<file path="src/logic/hsspwm_pkg.sv">
// constants, register map and timing for the high-side switch source block
// assumes a 100 MHz system clock and a byte-wide register port
// Behaviour
// - selector 000 off, 001 on
// - selectors 010/011 follow cyclic timers
// - selectors 100/101 follow duty generators
// - selectors at 2:0 and 6:4, 7/3 zero
// - overcurrent or overtemperature clears switch selector
// - fail duty field: 20, 10, 5, 2.5 percent
// - second pin codes 000-011 carry third fail
// - first pin codes 000-011 carry second fail
// - pin code 100 switches pin off
// - pin code 101 is wake, 16us filter
// - pin code 110 low-side, 111 high-side on
// - duty 0 off, FF on, else N/255
// - switch bytes clear on reset and restart
// - pin and duty bytes survive restart
// - frequency bit: 0 200Hz, 1 400Hz
// - period codes 10ms to 2s, 111 reserved
// - on-time codes low, 0.1-20ms, high
// - assigned timer starts once on-time written
package hsspwm_pkg;
  // register offsets
  localparam logic [6:0] OFS_TIMER_FIRST = 7'h0C;
  localparam logic [6:0] OFS_TIMER_SECOND = 7'h0D;
  localparam logic [6:0] OFS_SRC_SEL_A = 7'h14;
  localparam logic [6:0] OFS_SRC_SEL_B = 7'h15;
  localparam logic [6:0] OFS_GP_CFG = 7'h17;
  localparam logic [6:0] OFS_DUTY_FIRST = 7'h18;
  localparam logic [6:0] OFS_DUTY_SECOND = 7'h19;
  localparam logic [6:0] OFS_DUTY_FREQ = 7'h1C;
  localparam logic [7:0] RESET_BYTE = 8'h00;
  // field positions
  localparam int SEL_LO_POS = 0;
  localparam int SEL_HI_POS = 4;
  localparam int GP_FIRST_POS = 0;
  localparam int GP_SECOND_POS = 3;
  localparam int FAIL_OUT_DUTY_SEL_POS = 6;
  localparam int TMR_PER_POS = 0;
  localparam int TMR_ON_POS = 4;
  localparam int FREQ_FIRST_POS = 0;
  localparam int FREQ_SECOND_POS = 2;
  localparam logic [7:0] SEL_MASK = 8'h77;
  localparam logic [7:0] FREQ_MASK = 8'h05;
  // switch source codes
  localparam logic [2:0] SRC_OFF = 3'h0;
  localparam logic [2:0] SRC_ON = 3'h1;
  localparam logic [2:0] SRC_TMR1 = 3'h2;
  localparam logic [2:0] SRC_TMR2 = 3'h3;
  localparam logic [2:0] SRC_DUTY1 = 3'h4;
  localparam logic [2:0] SRC_DUTY2 = 3'h5;
  // general pin codes
  localparam logic [2:0] GP_OFF = 3'h4;
  localparam logic [2:0] GP_WAKE = 3'h5;
  localparam logic [2:0] GP_LOW_SIDE = 3'h6;
  localparam logic [2:0] GP_HIGH_SIDE = 3'h7;
  // timer on-time codes at the ends, and the reserved period code
  localparam logic [2:0] TON_LOW = 3'h0;
  localparam logic [2:0] TON_HIGH = 3'h6;
  localparam logic [2:0] TPER_RSVD = 3'h7;
  // timing
  localparam int CLK_PERIOD_NS = 10;
  localparam int TICK_TIME_NS = 100000;
  localparam int TICK_CYC = TICK_TIME_NS / CLK_PERIOD_NS;
  localparam int WAKE_FILT_TIME_NS = 16000;
  localparam int WAKE_FILT_CYC = (WAKE_FILT_TIME_NS + CLK_PERIOD_NS - 1) / CLK_PERIOD_NS;
  localparam int DUTY_PERIOD_SLOW_NS = 5000000;
  localparam int DUTY_STEPS = 255;
  localparam int DUTY_STEP_CYC = DUTY_PERIOD_SLOW_NS / CLK_PERIOD_NS / DUTY_STEPS;
  localparam int FAIL_PERIOD_NS = 1000000000;
  localparam int FAIL_PERIOD_CYC = FAIL_PERIOD_NS / CLK_PERIOD_NS;
  // period and on-time tables in 0.1 ms ticks, indexed by code
  localparam logic [14:0] PER_TICKS [8] = '{15'd100, 15'd200, 15'd500, 15'd1000,
                                            15'd2000, 15'd10000, 15'd20000, 15'd0};
  localparam logic [14:0] ON_TICKS [8] = '{15'd0, 15'd1, 15'd3, 15'd10,
                                           15'd100, 15'd200, 15'd0, 15'd0};
  // fail output on-time divisors for 20, 10, 5, 2.5 percent
  localparam int FAIL_DIV [4] = '{5, 10, 20, 40};
endpackage

</file>
<file path="src/logic/hsspwm_duty_if.sv">
// carrier between the control block and one duty-cycle generator
// assumes both ends share clk_sys
`timescale 1ns/100ps
interface hsspwm_duty_if;
  logic [7:0] duty;
  logic fast;
  logic out;
  modport gen (input duty, input fast, output out);
  modport ctl (output duty, output fast, input out);
endinterface

</file>
<file path="src/logic/hsspwm_duty_gen.sv">
// one 8-bit duty-cycle generator, 255 steps per period
// assumes duty and fast come from registers on clk_sys
`timescale 1ns/100ps
module hsspwm_duty_gen
  import hsspwm_pkg::*;
#(
  parameter int STEP_CYC = DUTY_STEP_CYC
) (
  input wire logic clk_sys,
  input wire logic reset,
  hsspwm_duty_if.gen dg
);
  if (STEP_CYC < 4 || STEP_CYC > 65535) begin : g_chk
    $error("duty step count out of range");
  end

  logic [15:0] step_reg;
  logic [7:0] phase_reg;
  logic out_reg;
  logic [15:0] step_last;

  // the fast setting halves every step, doubling the rate
  assign step_last = dg.fast ? 16'(STEP_CYC / 2 - 1) : 16'(STEP_CYC - 1);

  // step prescaler and phase 0..254
  always_ff @(posedge clk_sys) begin
    if (reset) begin
      step_reg <= 16'h0000;
      phase_reg <= 8'h00;
    end else if (step_reg >= step_last) begin
      step_reg <= 16'h0000;
      phase_reg <= (phase_reg == 8'(DUTY_STEPS - 1)) ? 8'h00 : phase_reg + 8'h01;
    end else begin
      step_reg <= step_reg + 16'h0001;
    end
  end

  // on while phase below duty; FF is on throughout
  always_ff @(posedge clk_sys) begin
    if (reset) begin
      out_reg <= 1'b0;
    end else begin
      out_reg <= (dg.duty == 8'hFF) || (phase_reg < dg.duty);
    end
  end

  assign dg.out = out_reg;
endmodule

</file>
<file path="src/logic/hsspwm_top.sv">
// high-side switch source selection, cyclic timers, duty generators and
// general pin configuration
// assumes a byte register port from the serial link decoder on clk_sys;
// fault and pin inputs are asynchronous
`timescale 1ns/100ps
module hsspwm_top
  import hsspwm_pkg::*;
#(
  parameter int TICK_CYCLES = TICK_CYC,
  parameter int DUTY_STEP_CYCLES = DUTY_STEP_CYC,
  parameter int FAIL_PERIOD_CYCLES = FAIL_PERIOD_CYC
) (
  input wire logic clk_sys,
  input wire logic reset,
  input wire logic soft_reset,
  input wire logic restart_entry,
  input wire logic [6:0] reg_addr,
  input wire logic reg_wr_en,
  input wire logic reg_rd_en,
  input wire logic [7:0] reg_wdata,
  output logic [7:0] reg_rdata,
  input wire logic [3:0] hs_fault_pin,
  input wire logic fail_req,
  input wire logic fail_output_second,
  input wire logic [1:0] gp_pin_in,
  output logic high_side_out_one,
  output logic high_side_out_two,
  output logic high_side_out_three,
  output logic high_side_out_four,
  output logic [1:0] gp_fail_drive,
  output logic [1:0] gp_low_side_on,
  output logic [1:0] gp_high_side_on,
  output logic [1:0] gp_wake_pulse
);
  if (TICK_CYCLES < 2 || TICK_CYCLES > 16383) begin : g_chk_tick
    $error("tick count out of range");
  end
  if (FAIL_PERIOD_CYCLES < 40 || FAIL_PERIOD_CYCLES > 268435455) begin : g_chk_fail
    $error("fail period out of range");
  end

  logic [7:0] src_sel_a_reg;
  logic [7:0] src_sel_b_reg;
  logic [7:0] gp_cfg_reg;
  logic [7:0] duty_reg [2];
  logic [7:0] duty_freq_reg;
  logic [7:0] timer_reg [2];
  logic [7:0] reg_rdata_reg;
  logic [3:0] fault_s1_reg;
  logic [3:0] fault_s2_reg;
  logic [2:0] sel [4];
  logic [3:0] hs_reg;
  logic [1:0] tmr_out;
  logic [1:0] duty_out;
  logic [1:0] tmr_assigned;
  logic soft_clear;
  logic wr_sel_a;
  logic wr_sel_b;

  assign soft_clear = reset || soft_reset;
  assign wr_sel_a = reg_wr_en && (reg_addr == OFS_SRC_SEL_A);
  assign wr_sel_b = reg_wr_en && (reg_addr == OFS_SRC_SEL_B);

  // fault pins pass two flops before use
  always_ff @(posedge clk_sys) begin
    if (reset) begin
      fault_s1_reg <= 4'h0;
      fault_s2_reg <= 4'h0;
    end else begin
      fault_s1_reg <= hs_fault_pin;
      fault_s2_reg <= fault_s1_reg;
    end
  end

  // switch selector byte a: cleared by resets and restart, each field cleared by its fault
  always_ff @(posedge clk_sys) begin
    if (soft_clear || restart_entry) begin
      src_sel_a_reg <= RESET_BYTE;
    end else begin
      if (wr_sel_a) begin
        src_sel_a_reg <= reg_wdata & SEL_MASK;
      end
      if (fault_s2_reg[0]) begin
        src_sel_a_reg[SEL_LO_POS +: 3] <= SRC_OFF;
      end
      if (fault_s2_reg[1]) begin
        src_sel_a_reg[SEL_HI_POS +: 3] <= SRC_OFF;
      end
    end
  end

  // switch selector byte b, same behaviour for switches three and four
  always_ff @(posedge clk_sys) begin
    if (soft_clear || restart_entry) begin
      src_sel_b_reg <= RESET_BYTE;
    end else begin
      if (wr_sel_b) begin
        src_sel_b_reg <= reg_wdata & SEL_MASK;
      end
      if (fault_s2_reg[2]) begin
        src_sel_b_reg[SEL_LO_POS +: 3] <= SRC_OFF;
      end
      if (fault_s2_reg[3]) begin
        src_sel_b_reg[SEL_HI_POS +: 3] <= SRC_OFF;
      end
    end
  end

  // pin config, duty and frequency bytes survive restart
  always_ff @(posedge clk_sys) begin
    if (soft_clear) begin
      gp_cfg_reg <= RESET_BYTE;
      duty_reg[0] <= RESET_BYTE;
      duty_reg[1] <= RESET_BYTE;
      duty_freq_reg <= RESET_BYTE;
    end else if (reg_wr_en) begin
      if (reg_addr == OFS_GP_CFG) begin
        gp_cfg_reg <= reg_wdata;
      end
      if (reg_addr == OFS_DUTY_FIRST) begin
        duty_reg[0] <= reg_wdata;
      end
      if (reg_addr == OFS_DUTY_SECOND) begin
        duty_reg[1] <= reg_wdata;
      end
      if (reg_addr == OFS_DUTY_FREQ) begin
        duty_freq_reg <= reg_wdata & FREQ_MASK;
      end
    end
  end

  // timer control bytes, cleared on restart as well
  always_ff @(posedge clk_sys) begin
    if (soft_clear || restart_entry) begin
      timer_reg[0] <= RESET_BYTE;
      timer_reg[1] <= RESET_BYTE;
    end else if (reg_wr_en) begin
      if (reg_addr == OFS_TIMER_FIRST) begin
        timer_reg[0] <= reg_wdata & SEL_MASK;
      end
      if (reg_addr == OFS_TIMER_SECOND) begin
        timer_reg[1] <= reg_wdata & SEL_MASK;
      end
    end
  end

  // read port: data one cycle after the strobe, unmapped reads zero
  always_ff @(posedge clk_sys) begin
    if (reset) begin
      reg_rdata_reg <= 8'h00;
    end else if (reg_rd_en) begin
      case (reg_addr)
        OFS_TIMER_FIRST: reg_rdata_reg <= timer_reg[0];
        OFS_TIMER_SECOND: reg_rdata_reg <= timer_reg[1];
        OFS_SRC_SEL_A: reg_rdata_reg <= src_sel_a_reg;
        OFS_SRC_SEL_B: reg_rdata_reg <= src_sel_b_reg;
        OFS_GP_CFG: reg_rdata_reg <= gp_cfg_reg;
        OFS_DUTY_FIRST: reg_rdata_reg <= duty_reg[0];
        OFS_DUTY_SECOND: reg_rdata_reg <= duty_reg[1];
        OFS_DUTY_FREQ: reg_rdata_reg <= duty_freq_reg;
        default: reg_rdata_reg <= 8'h00;
      endcase
    end
  end
  assign reg_rdata = reg_rdata_reg;

  // selector per switch
  assign sel[0] = src_sel_a_reg[SEL_LO_POS +: 3];
  assign sel[1] = src_sel_a_reg[SEL_HI_POS +: 3];
  assign sel[2] = src_sel_b_reg[SEL_LO_POS +: 3];
  assign sel[3] = src_sel_b_reg[SEL_HI_POS +: 3];

  // a timer counts only while some switch follows it
  always_comb begin
    tmr_assigned = 2'b00;
    for (int i = 0; i < 4; i++) begin
      if (sel[i] == SRC_TMR1) begin
        tmr_assigned[0] = 1'b1;
      end
      if (sel[i] == SRC_TMR2) begin
        tmr_assigned[1] = 1'b1;
      end
    end
  end

  // shared 0.1 ms tick for both cyclic timers
  logic [13:0] tick_cnt_reg;
  logic tick;
  assign tick = (tick_cnt_reg == 14'(TICK_CYCLES - 1));
  always_ff @(posedge clk_sys) begin
    if (reset || tick) begin
      tick_cnt_reg <= 14'h0000;
    end else begin
      tick_cnt_reg <= tick_cnt_reg + 14'h0001;
    end
  end

  // cyclic timers
  for (genvar t = 0; t < 2; t++) begin : g_tmr
    logic [2:0] per_code;
    logic [2:0] on_code;
    logic running;
    logic [14:0] cnt_reg;
    logic out_reg;
    assign per_code = timer_reg[t][TMR_PER_POS +: 3];
    assign on_code = timer_reg[t][TMR_ON_POS +: 3];
    // runs once assigned and a running on-time is written
    assign running = tmr_assigned[t] && (on_code != TON_LOW) && (on_code < TON_HIGH)
                     && (per_code != TPER_RSVD);
    always_ff @(posedge clk_sys) begin
      if (reset || !running) begin
        cnt_reg <= 15'h0000;
      end else if (tick) begin
        cnt_reg <= (cnt_reg >= PER_TICKS[per_code] - 15'h0001) ? 15'h0000 : cnt_reg + 15'h0001;
      end
    end
    // high for the on-time at the start of each period
    always_ff @(posedge clk_sys) begin
      if (reset) begin
        out_reg <= 1'b0;
      end else if (on_code == TON_HIGH) begin
        out_reg <= 1'b1;
      end else begin
        out_reg <= running && (cnt_reg < ON_TICKS[on_code]);
      end
    end
    assign tmr_out[t] = out_reg;
  end

  // duty generators
  for (genvar d = 0; d < 2; d++) begin : g_duty
    hsspwm_duty_if dif ();
    assign dif.duty = duty_reg[d];
    assign dif.fast = duty_freq_reg[d * 2];
    assign duty_out[d] = dif.out;
    hsspwm_duty_gen #(
      .STEP_CYC(DUTY_STEP_CYCLES)
    ) u_gen (
      .clk_sys(clk_sys),
      .reset(soft_clear),
      .dg(dif.gen)
    );
  end

  // switch output multiplexer
  always_ff @(posedge clk_sys) begin
    if (reset) begin
      hs_reg <= 4'h0;
    end else begin
      for (int i = 0; i < 4; i++) begin
        case (sel[i])
          SRC_OFF: hs_reg[i] <= 1'b0;
          SRC_ON: hs_reg[i] <= 1'b1;
          SRC_TMR1: hs_reg[i] <= tmr_out[0];
          SRC_TMR2: hs_reg[i] <= tmr_out[1];
          SRC_DUTY1: hs_reg[i] <= duty_out[0];
          SRC_DUTY2: hs_reg[i] <= duty_out[1];
          default: hs_reg[i] <= 1'b0;
        endcase
      end
    end
  end
  assign high_side_out_one = hs_reg[0];
  assign high_side_out_two = hs_reg[1];
  assign high_side_out_three = hs_reg[2];
  assign high_side_out_four = hs_reg[3];

  // third fail output: pulsed at the selected duty while fail is requested
  logic [27:0] fail_cnt_reg;
  logic [27:0] fail_on_cyc;
  logic fail_third;
  logic [1:0] fail_out_duty_sel;
  assign fail_out_duty_sel = gp_cfg_reg[FAIL_OUT_DUTY_SEL_POS +: 2];
  always_comb begin
    case (fail_out_duty_sel)
      2'h0: fail_on_cyc = 28'(FAIL_PERIOD_CYCLES / FAIL_DIV[0]);
      2'h1: fail_on_cyc = 28'(FAIL_PERIOD_CYCLES / FAIL_DIV[1]);
      2'h2: fail_on_cyc = 28'(FAIL_PERIOD_CYCLES / FAIL_DIV[2]);
      default: fail_on_cyc = 28'(FAIL_PERIOD_CYCLES / FAIL_DIV[3]);
    endcase
  end
  always_ff @(posedge clk_sys) begin
    if (reset || !fail_req) begin
      fail_cnt_reg <= 28'h0000000;
    end else if (fail_cnt_reg == 28'(FAIL_PERIOD_CYCLES - 1)) begin
      fail_cnt_reg <= 28'h0000000;
    end else begin
      fail_cnt_reg <= fail_cnt_reg + 28'h0000001;
    end
  end
  assign fail_third = fail_req && (fail_cnt_reg < fail_on_cyc);

  // general pins: mode decode, wake filtering, drives
  for (genvar g = 0; g < 2; g++) begin : g_pin
    logic [2:0] mode;
    logic s1_reg;
    logic s2_reg;
    logic stable_reg;
    logic [10:0] filt_cnt_reg;
    logic fail_src;
    assign mode = gp_cfg_reg[(g == 0 ? GP_FIRST_POS : GP_SECOND_POS) +: 3];
    assign fail_src = (g == 0) ? fail_output_second : fail_third;
    // pin input through two flops
    always_ff @(posedge clk_sys) begin
      if (reset) begin
        s1_reg <= 1'b0;
        s2_reg <= 1'b0;
      end else begin
        s1_reg <= gp_pin_in[g];
        s2_reg <= s1_reg;
      end
    end
    // static filter: in wake mode a new level must hold 16 us before it is taken
    always_ff @(posedge clk_sys) begin
      if (reset) begin
        filt_cnt_reg <= 11'h000;
        stable_reg <= 1'b0;
        gp_wake_pulse[g] <= 1'b0;
      end else begin
        gp_wake_pulse[g] <= 1'b0;
        if (s2_reg == stable_reg || mode != GP_WAKE) begin
          filt_cnt_reg <= 11'h000;
          if (mode != GP_WAKE) begin
            stable_reg <= s2_reg;
          end
        end else if (filt_cnt_reg == 11'(WAKE_FILT_CYC - 1)) begin
          filt_cnt_reg <= 11'h000;
          stable_reg <= s2_reg;
          gp_wake_pulse[g] <= 1'b1;
        end else begin
          filt_cnt_reg <= filt_cnt_reg + 11'h001;
        end
      end
    end
    // pin drives by mode
    always_ff @(posedge clk_sys) begin
      if (reset) begin
        gp_fail_drive[g] <= 1'b0;
        gp_low_side_on[g] <= 1'b0;
        gp_high_side_on[g] <= 1'b0;
      end else begin
        gp_fail_drive[g] <= (mode < GP_OFF) && fail_src;
        gp_low_side_on[g] <= (mode == GP_LOW_SIDE);
        gp_high_side_on[g] <= (mode == GP_HIGH_SIDE);
      end
    end
  end
endmodule

</file>
<file path="config.mk">
export PLATFORM = sky130hd
export DESIGN_NAME = hsspwm_top
export DESIGN_NICKNAME = d
export VERILOG_FILES = /design/src/logic/hsspwm_pkg.sv /design/src/logic/hsspwm_duty_if.sv /design/src/logic/hsspwm_duty_gen.sv /design/src/logic/hsspwm_top.sv
export SDC_FILE = /design/constraint.sdc
export NUM_CORES = 1
export LEC_CHECK = 0
export CORE_MARGIN = 8
export CORE_UTILIZATION = 58
export DETAILED_ROUTE_END_ITERATION = 8
export DONT_BUFFER_PORTS = 1
export PLACE_DENSITY = 0.76
export SYNTH_ARGS = -nofsm -noshare
export SYNTH_HDL_FRONTEND = slang
export SYNTH_HIERARCHICAL = 1
export SYNTH_SLANG_ARGS = --single-unit
</file>
<file path="constraint.sdc">
create_clock -name clk_sys -period 2.85 [get_ports clk_sys]
set_input_delay 0.57 -clock clk_sys [delete_from_list [all_inputs] [get_ports clk_sys]]
set_output_delay 0.57 -clock clk_sys [all_outputs]
set_load 0.02 [all_outputs]
</file>
==> metrics.cfg, run 1 <==
[placed_design]
numPortBuffers = 0
place_ws_ps = -28.3
numPlacedInstances = 1625
placedInstanceArea_sq_mm = 0.0127
dp_hpwl_microns = 20700
gp_congestion = 0.887

[sta]
finalHoldViolCount = 0
rsz0062_at_grt = yes
worst_pin_slew_ps = 699
skew_ps = 13.1
slew_violations = 0
fin_crit_ps = 2680
setup_viol = 0
fmax_mhz = 373
slew_headroom = 0.531
period_share = 0.942
setup_ws_ps = 165

[pwr]
power_per_cell_area_mw_per_mm2 = 501
net-switching-power_mw = 1.49
fin_total_pwr_mw = 6.82
leakagePower_nw = 5.15
switching_share = 0.219
combPwrFrac = 0.036
clkPwrFrac = 0.470
internal-power_mw = 5.33
seq_power_share = 0.494
ir_drop_mv = 0.498

[worst_setup_path]
crit_start = timer_reg[0][8]$_DFFE_PP_
criticalPathCategory = register to register
r2r_slack_ps = 170
worst_ep_required_time_ps = 3270
arrival_ps = 3110
start_kind = register
r2r.worst_path.cells = 14
r2r_end = g_tmr[1].cnt_reg[14]$_SDFFE_PP0P_
path_max_fanout = 7
crit_end = g_tmr[1].cnt_reg[14]$_SDFFE_PP0P_
r2r_start = timer_reg[0][8]$_DFFE_PP_
crit_path_end_kind = register

[global_route]
gr-total-overflow = 0
grt_antenna_before_repair = 0
grt_max_degree = 40
grt_util_all_layers = 0.211
grt_first_pass_wirelength_microns = 46500
first_global_vias = 9321

[floorplanning]
core_area_sq_mm = 0.0210
dieArea_sq_mm = 0.0262
ios = 49
start_util = 0.590
rows = 53
die_w_microns = 162
die_y_microns = 162

[layout]
area_delta_synth_final_pct = 10.1
design_area_sq_mm = 0.0136
largest_reg_flops = 32
mostFrequentLayoutCells = dfxtp_1 (202), nor2_1 (155), ha_1 (105)
final_util = 0.649
diodes = 0
nets = 1522
final_common_cell = dfxtp_1
drive_above_1_share = 0.0932
final_cells = 1681

[logic_synthesis]
synth-xor-area-share = 0.0751
synth_top_family_by_area = simple AND/OR/NAND/NOR gates
syn_inst = 1368
synth_compound_area_frac = 0.109
synth_mux_area_frac = 0.0237
ys_ff_latch = 230
synth_area_leaders = dfxtp_1 (33%), ha_1 (11%), edfxtp_1 (6.8%)
async_flop_share = 0
synth_area_leader_cell = dfxtp_1
ys_types = 78
synth_simple_gate_area_frac = 0.257
yosys_warnings = 6
syn_area_sq_mm = 0.0124
seq_area_frac_synth = 0.395
synth-edff-count = 28
ys.flop_type = dfxtp_1
syn_avg_cell_area_sq_um = 9.04
synth_top_area_frac = 0.327
synth-adder-area-share = 0.107

[routing]
drtAntennaViolNets = 0
drt-wirelength-per-cell_microns = 17.1
via_count = 10029
remaining_drc_errors = 0
wirelength_microns = 28700
first_pass_iters = 6
drtIter0Drc = 778
vias_per_cell = 5.97

[cts]
cts.reportedPaths.clkPinSlew_ps = 60
ctsHoldBuffers = 0
cts_buffers = 25
clock_path_buffers = 3
cts_root_buf = clkbuf_16
cts.sinks = 230
clk_latency_ps = 530
cts_htree_levels = 1
tritoncts = yes

[status]
status = finished clean

[worst_hold_path]
min_path_type = input port to register

[run]
max_cap_viol_count = 0

[area by class of cell]
type | count | area (sq um)
clock buffers | 37 | 711
fillers | 1714 | 7350
multi-input cells | 1047 | 7140
flip-flops and latches | 230 | 4880
well taps | 275 | 344
repair buffers | 29 | 229
inverters | 54 | 203
clock inverters | 9 | 100
[routing by layer]
layer / global-route usage / up-vias / share of wire
met1: 0.280 / 4682 / 0.44
met3: 0.0359 / 71 / 0.075
li1: - / 4938 / -
met5: 0 / - / 0
met4: 0.0648 / 0 / 0.030
met2: 0.346 / 338 / 0.45
[worst min-delay path by stage]
stage / from / to / slack, ps / depth (start not counted)
6_report: reset / fault_s1_reg[1]$_SDFF_PP0_ / 110 / 1
5_1_grt: reset / fault_s2_reg[2]$_SDFF_PP0_ / 90 / 1
4_1_cts: reset / fault_s1_reg[0]$_SDFF_PP0_ / 100 / 1
3_5_place_dp: fault_s1_reg[2]$_SDFF_PP0_ / fault_s2_reg[2]$_SDFF_PP0_ / 430 / 1
3_3_place_gp: g_pin[1].s1_reg$_SDFF_PP0_ / g_pin[1].s2_reg$_SDFF_PP0_ / 420 / 1
2_1_floorplan: fail_cnt_reg[0]$_SDFF_PP0_ / fail_cnt_reg[0]$_SDFF_PP0_ / 410 / 1
[what timing repair did]
| action | CTS | global route |
|---|---|---|
| resized for setup | 1 | 17 |
| buffers inserted | 0 | 9 |
| gates cloned | 0 | 1 |
| setup endpoints to repair | 14 | 28 |
| pin swaps | 0 | 11 |
[worst max-delay path: stages, from the launching register on]
cell	delay [ps]
edfxtp_1	470
nor2_2	180
inv_1	70
ha_2	180
inv_2	60
buf_4	120
xnor2_1	80
ha_1	310
nand4_1	120
a211oi_2	250
nor3_2	60
o31a_1	260
o21ai_2	200
buf_6	160
nor2_1	60
[synthesized netlist by cell type (all sizes together), types with 5 or more instances]
master and count:
or2 5, nand4 43, o21ai 37, o22ai 5, xor2 54, xnor2 52, nand3b 5, buf 11
nor2b 20, a21o 15, a31o 6, dfxtp 202, nor2 163, a22oi 7, edfxtp 28, a21oi 44
ha 106, nand2 101, a221oi 5, nor3b 10, o31ai 5, and3 30, nor3 63, and4 6
clkbuf 32, a31oi 5, nor4 15, nand2b 9, nand3 90, a211oi 14, and2 27, a22o 7
inv 51, o311ai 6, mux2i 27, nor4b 5
[cell families (layout without fill, tap and decap cells)]
group	after synthesis	in the layout
xor gates and xnor gates	106	106
DFF	230	230
other	2	8
and+or+nand+nor	606	606
muxes	29	29
adders and majority gates	106	106
buffers and inverters	97	129
AOI/OAI and AO/OA	192	192
[through the flow]
| step | TNS (ps) | hold slack [ps] |
|---|---|---|
| 2_1_floorplan | 0 | 413 |
| 3_3_place_gp | 0 | 423 |
| 3_5_place_dp | -126 | 428 |
| 4_1_cts | 0 | 96.1 |
| 5_1_grt | -399 | 93.9 |
| 6_report | 0 | 112 |
[power groups by stage]
| stage | sequential (mW) | combinational (mW) | clock, mW |
|---|---|---|---|
| global placement | 3.44 | 0.225 | 0 |
| detailed placement | 3.44 | 0.232 | 0 |
| finish | 3.37 | 0.247 | 3.21 |
| global route | 3.37 | 0.277 | 3.42 |
| floorplan | 3.42 | 0.203 | 0 |
| CTS | 3.37 | 0.234 | 3.28 |
Power figures use the tool's default switching activity.
==> run 2: changes to the inputs <==
==> constraint.sdc (replaced) <==
create_clock -name clk_sys -period 2.85 [get_ports clk_sys]
set_input_delay 0.57 -clock clk_sys [delete_from_list [all_inputs] [get_ports clk_sys]]
set_output_delay 0.57 -clock clk_sys [all_outputs]
set_load 0.1 [all_outputs]
==> metrics.cfg, run 2 (synthesis gave the netlist of run 1 again) <==
[routing]
via_count = 9971
first_pass_iters = 5
wirelength_microns = 28700
drtIter0Drc = 677
drt-wirelength-per-cell_microns = 17.1
drtAntennaViolNets = 0
remaining_drc_errors = 0
vias_per_cell = 5.95

[sta]
fin_crit_ps = 2690
finalHoldViolCount = 0
fin_hold_ws_ps = 121
slew_headroom = 0.320
fmax_mhz = 372
slew_violations = 0
worst_pin_slew_ps = 1020
period_share = 0.943
setup_viol = 0
skew_ps = 13.4

[status]
status = finished clean

[worst_setup_path]
cp.buffers_inverters = 3
criticalPathCategory = register to register
r2r_start = timer_reg[0][8]$_DFFE_PP_
path_delay_family = compound AO/OA/AOI/OAI gates
worst_ep_required_time_ps = 3270
r2r.worst_path.cells = 15
r2r_end = g_tmr[1].cnt_reg[8]$_SDFFE_PP0P_
slowest_stage = edfxtp_1
r2r_slack_ps = 160
arrival_ps = 3100
cpMostUsedCell = ha_1
cpPeakStageDelay_ps = 470
path_max_fanout = 14
crit_chain = nor2_2, inv_1, ha_1, inv_2, mux2i_1, nand2_1, o21ai_0, ha_1, nand4_1, a211oi_2, nor3_1, o31a_1, o21ai_2, buf_6, nor2_1
start_kind = register
crit_path_end_kind = register

[layout]
final_util = 0.648
mostFrequentLayoutCells = dfxtp_1 (202), nor2_1 (159), ha_1 (106)
nets = 1517
drive_above_1_share = 0.0865
largest_reg_flops = 32
area_delta_synth_final_pct = 9.81
final_common_cell = dfxtp_1

[global_route]
gr-total-overflow = 0
grt_first_pass_wirelength_microns = 47000
grt_antenna_before_repair = 0
grt_max_degree = 40
grt_util_all_layers = 0.213
first_global_vias = 9442

[placed_design]
gp_congestion = 0.868
dp_hpwl_microns = 20600
numPortBuffers = 0

[cts]
cts.reportedPaths.clkPinSlew_ps = 60
cts.sinks = 230
cts_root_buf = clkbuf_16
clock_path_buffers = 3
clk_latency_ps = 530
cts_buffers = 24
tritoncts = yes
cts_htree_levels = 1

[run]
max_cap_viol_count = 0

[floorplanning]
ios = 49
core_area_sq_mm = 0.0210
die_w_microns = 162
start_util = 0.590
die_y_microns = 162
dieArea_sq_mm = 0.0262
rows = 53

[worst_hold_path]
min_from = reset
holdPathEnd = fault_s1_reg[3]$_SDFF_PP0_
whs_path_depth = 1
min_path_type = input port to register

[pwr]
ir_drop_mv = 0.502
power_per_cell_area_mw_per_mm2 = 502
leakagePower_nw = 5.13

## run 2: cell types whose count changed in the layout (fill, tap and decap cells not counted), sizes merged
| cell | before | now |
|---|---|---|
| bufinv | 2 | 1 |
| clkinv | 8 | 5 |
| diode | 0 | 2 |
| clkinvlp | 0 | 2 |
| clkbuf | 37 | 36 |
| buf | 29 | 25 |
## run 2: how the worst max path moves through the flow
stage	startpoint	to	slack, ps	cells after the start
2_1_floorplan	timer_reg[0][6]$_DFFE_PP_	g_tmr[1].cnt_reg[10]$_SDFFE_PP0P_	120	15
4_1_cts	timer_reg[0][8]$_DFFE_PP_	g_tmr[1].cnt_reg[8]$_SDFFE_PP0P_	80	15
3_3_place_gp	timer_reg[0][8]$_DFFE_PP_	g_tmr[1].cnt_reg[14]$_SDFFE_PP0P_	210	15
6_report	timer_reg[0][8]$_DFFE_PP_	g_tmr[1].cnt_reg[8]$_SDFFE_PP0P_	160	15
3_5_place_dp	timer_reg[0][8]$_DFFE_PP_	g_tmr[1].cnt_reg[10]$_SDFFE_PP0P_	100	15
5_1_grt	timer_reg[0][8]$_DFFE_PP_	g_tmr[1].cnt_reg[8]$_SDFFE_PP0P_	-30	15
## run 2: power by group
group / internal (mW) / total, mW / switching (mW)
clock: 1.91 / 3.20 / 1.30
sequential: 3.32 / 3.38 / 0.0547
combinational: 0.0929 / 0.239 / 0.146
## run 2: worst reg2reg max path, stage by stage (launching register included)
cell and delay, ps:
edfxtp_1 470, nor2_2 160, inv_1 70, ha_1 210, inv_2 100, mux2i_1 80, nand2_1 80, o21ai_0 80
ha_1 290, nand4_1 130, a211oi_2 190, nor3_1 70, o31a_1 300, o21ai_2 120, buf_6 170, nor2_1 70
## run 2: final cells by class
class / instances / area, sq um
tap: 275 / 344
antenna: 2 / 5.00
clock inverter: 7 / 70.1
fill: 1751 / 7380
sequential: 230 / 4880
clock buffer: 36 / 748
multi-input combinational: 1047 / 7120
inverter: 54 / 203
timing repair buffer: 25 / 204
## run 2: per-layer routing
metal | part of all wire | GRT usage
met3 | 0.068 | 0.0337
met1 | 0.44 | 0.279
met5 | 0 | 0
met4 | 0.036 | 0.0779
met2 | 0.45 | 0.350
## run 2: repair_timing
action | 4_1_cts | 5_1_grt
gates resized for setup | 0 | 6
hold buffers | 0 | 0
setup endpoints to repair | 0 | 28
buffers inserted | 0 | 1
## run 2: per-stage QoR
stage	power, mW	cell area [sq um]	instances	worst slack, ps	TNS, ps
6_report	6.82	13600	1676	161	0
5_1_grt	7.05	13600	1674	-33.9	-115
4_1_cts	6.87	13500	1673	85.0	0
3_5_place_dp	3.68	12700	1630	95.9	0
3_3_place_gp	3.67	12700	1630	211	0
2_1_floorplan	3.63	12400	1374	117	0
==> run 3: changes to the inputs <==
--- a/config.mk
+++ b/config.mk
@@ -6,10 +6,10 @@
 export NUM_CORES = 1
 export LEC_CHECK = 0
 export CORE_MARGIN = 8
-export CORE_UTILIZATION = 58
+export CORE_UTILIZATION = 55
 export DETAILED_ROUTE_END_ITERATION = 8
 export DONT_BUFFER_PORTS = 1
-export PLACE_DENSITY = 0.76
+export PLACE_DENSITY = 0.73
 export SYNTH_ARGS = -nofsm -noshare
 export SYNTH_HDL_FRONTEND = slang
 export SYNTH_HIERARCHICAL = 1
==> metrics.cfg, run 3 (synthesis gave the netlist of run 1 again) <==
[layout]
seqCellArea_sq_mm = 0.00488
mostFrequentLayoutCells = dfxtp_1 (202), nor2_1 (159), ha_1 (106)
nFillCells = 1885
nets = 1527
area_delta_synth_final_pct = 10.7
diodes = 0
largest_reg_flops = 32
final_util = 0.612
final_common_cell = dfxtp_1
drive_above_1_share = 0.0935
multiInputGateArea_sq_mm = 0.00712
final_cells = 1697

[sta]
skew_ps = 14.8
finalHoldViolCount = 0
rsz0062_at_grt = no
slew_violations = 0
tns_ps = 0
worst_pin_slew_ps = 966
setup_viol = 0
fin_hold_ws_ps = 113
fin_crit_ps = 2650
fmax_mhz = 378
slew_headroom = 0.355
period_share = 0.928

[pwr]
combPwrFrac = 0.035
seq_power_share = 0.485
internal-power_mw = 5.43
ir_drop_mv = 0.416
switching_share = 0.220
power_per_cell_area_mw_per_mm2 = 509
net-switching-power_mw = 1.54
leakagePower_nw = 5.20
clkPwrFrac = 0.481

[cts]
cts_root_buf = clkbuf_16
cts_buffers = 27
ctsHoldBuffers = 0
clock_path_buffers = 3
cts.reportedPaths.clkPinSlew_ps = 60
clk_latency_ps = 530
cts.sinks = 230
tritoncts = yes
cts_htree_levels = 1

[global_route]
grt_util_all_layers = 0.201
grt_first_pass_wirelength_microns = 47200
gr-total-overflow = 0
grt_max_degree = 40
first_global_vias = 9379
grt_antenna_before_repair = 0

[worst_hold_path]
min_path_type = input port to register
min_from = reset
whs_path_depth = 1

[worst_setup_path]
crit_start = timer_reg[0][8]$_DFFE_PP_
crit_chain = nor2_4, inv_1, ha_1, inv_2, mux2i_1, nand2_1, o21ai_0, ha_1, nand4_1, a211oi_1, nor3_1, o31a_1, o21ai_2, buf_6, nor2_1
start_kind = register
criticalPathCategory = register to register
r2r_start = timer_reg[0][8]$_DFFE_PP_
arrival_ps = 3060
r2r.worst_path.cells = 15
cpMostUsedCell = ha_1
path_max_fanout = 14
r2r_slack_ps = 200
worst_ep_required_time_ps = 3260
crit_path_end_kind = register
slowest_stage = edfxtp_1
cpPeakStageDelay_ps = 470

[routing]
remaining_drc_errors = 0
drtIter0Drc = 1022
drtAntennaViolNets = 0
drt-wirelength-per-cell_microns = 16.7
vias_per_cell = 5.83
via_count = 9901
first_pass_iters = 6
wirelength_microns = 28300

[placed_design]
numPlacedInstances = 1645
numPortBuffers = 0
dp_hpwl_microns = 20700
gp_congestion = 0.899

[floorplanning]
die_y_microns = 166
ios = 49
rows = 55
start_util = 0.553
dieArea_sq_mm = 0.0275
die_w_microns = 166
core_area_sq_mm = 0.0224

[run]
max_cap_viol_count = 0

[status]
status = finished clean

==> run 3: cell types whose count changed in the layout (fill, tap and decap cells not counted), sizes merged <==
cell,change
buf,+7
clkbuf,+2
clkinv,+6
clkinvlp,-2
diode,-2
==> run 3: power groups by stage <==
stage                     registers, mW  logic, mW  clock network (mW)
final                              3.38      0.243                3.35
after floorplan                    3.42      0.203                   0
after CTS                          3.37      0.235                3.43
after global routing               3.38      0.272                3.57
after global placement             3.44      0.228                   0
after detailed placement           3.45      0.234                   0
==> run 3: final cells by class <==
type | count | share of cell area
multi-input cells | 1047 | 0.520
well taps | 285 | 0.0261
inverters | 54 | 0.0148
repair buffers | 32 | 0.0181
flip-flops and latches | 230 | 0.357
clock buffers | 38 | 0.0576
clock inverters | 11 | 0.00622
==> run 3: layer usage <==
metal  track usage  vias to the layer above  part of all wire  wire [microns]
met5             0                        -                 0               0
met4        0.0585                        0             0.027             767
met3        0.0380                       62             0.067            1910
met2         0.329                      316              0.45           12700
met1         0.265                     4569              0.46           13000
li1              -                     4954                 -               -
==> run 3: final timing paths <==
kind | end
setup / recovery | g_tmr[1].cnt_reg[6]$_SDFFE_PP0P_
hold / removal | fault_s1_reg[0]$_SDFF_PP0_
setup reg to reg | g_tmr[1].cnt_reg[6]$_SDFFE_PP0P_
hold reg to reg | fault_s2_reg[3]$_SDFF_PP0_
==> run 3: metrics by stage <==
| stage | power (mW) | setup slack [ps] | cell area (sq um) |
|---|---|---|---|
| 4_1_cts | 7.04 | 80.0 | 13600 |
| 6_report | 6.96 | 204 | 13700 |
| 5_1_grt | 7.22 | 21.9 | 13700 |
| 3_3_place_gp | 3.67 | 191 | 12800 |
| 3_5_place_dp | 3.68 | 104 | 12800 |
| 2_1_floorplan | 3.63 | 117 | 12400 |
==> run 3: worst max-delay path: cells and delay by family, from the launching register on <==
family                     cells  cell delay, ps
and+or+nand+nor                5             450
adders and majority gates      2             500
muxes                          1              80
AOI/OAI and AO/OA              4             700
DFF                            1             470
buffers and inverters          3             340
==> run 3: timing repair <==
action / CTS / global route
setup endpoints to repair: 0 / 28
buffers inserted: 0 / 3
resized for setup: 0 / 7
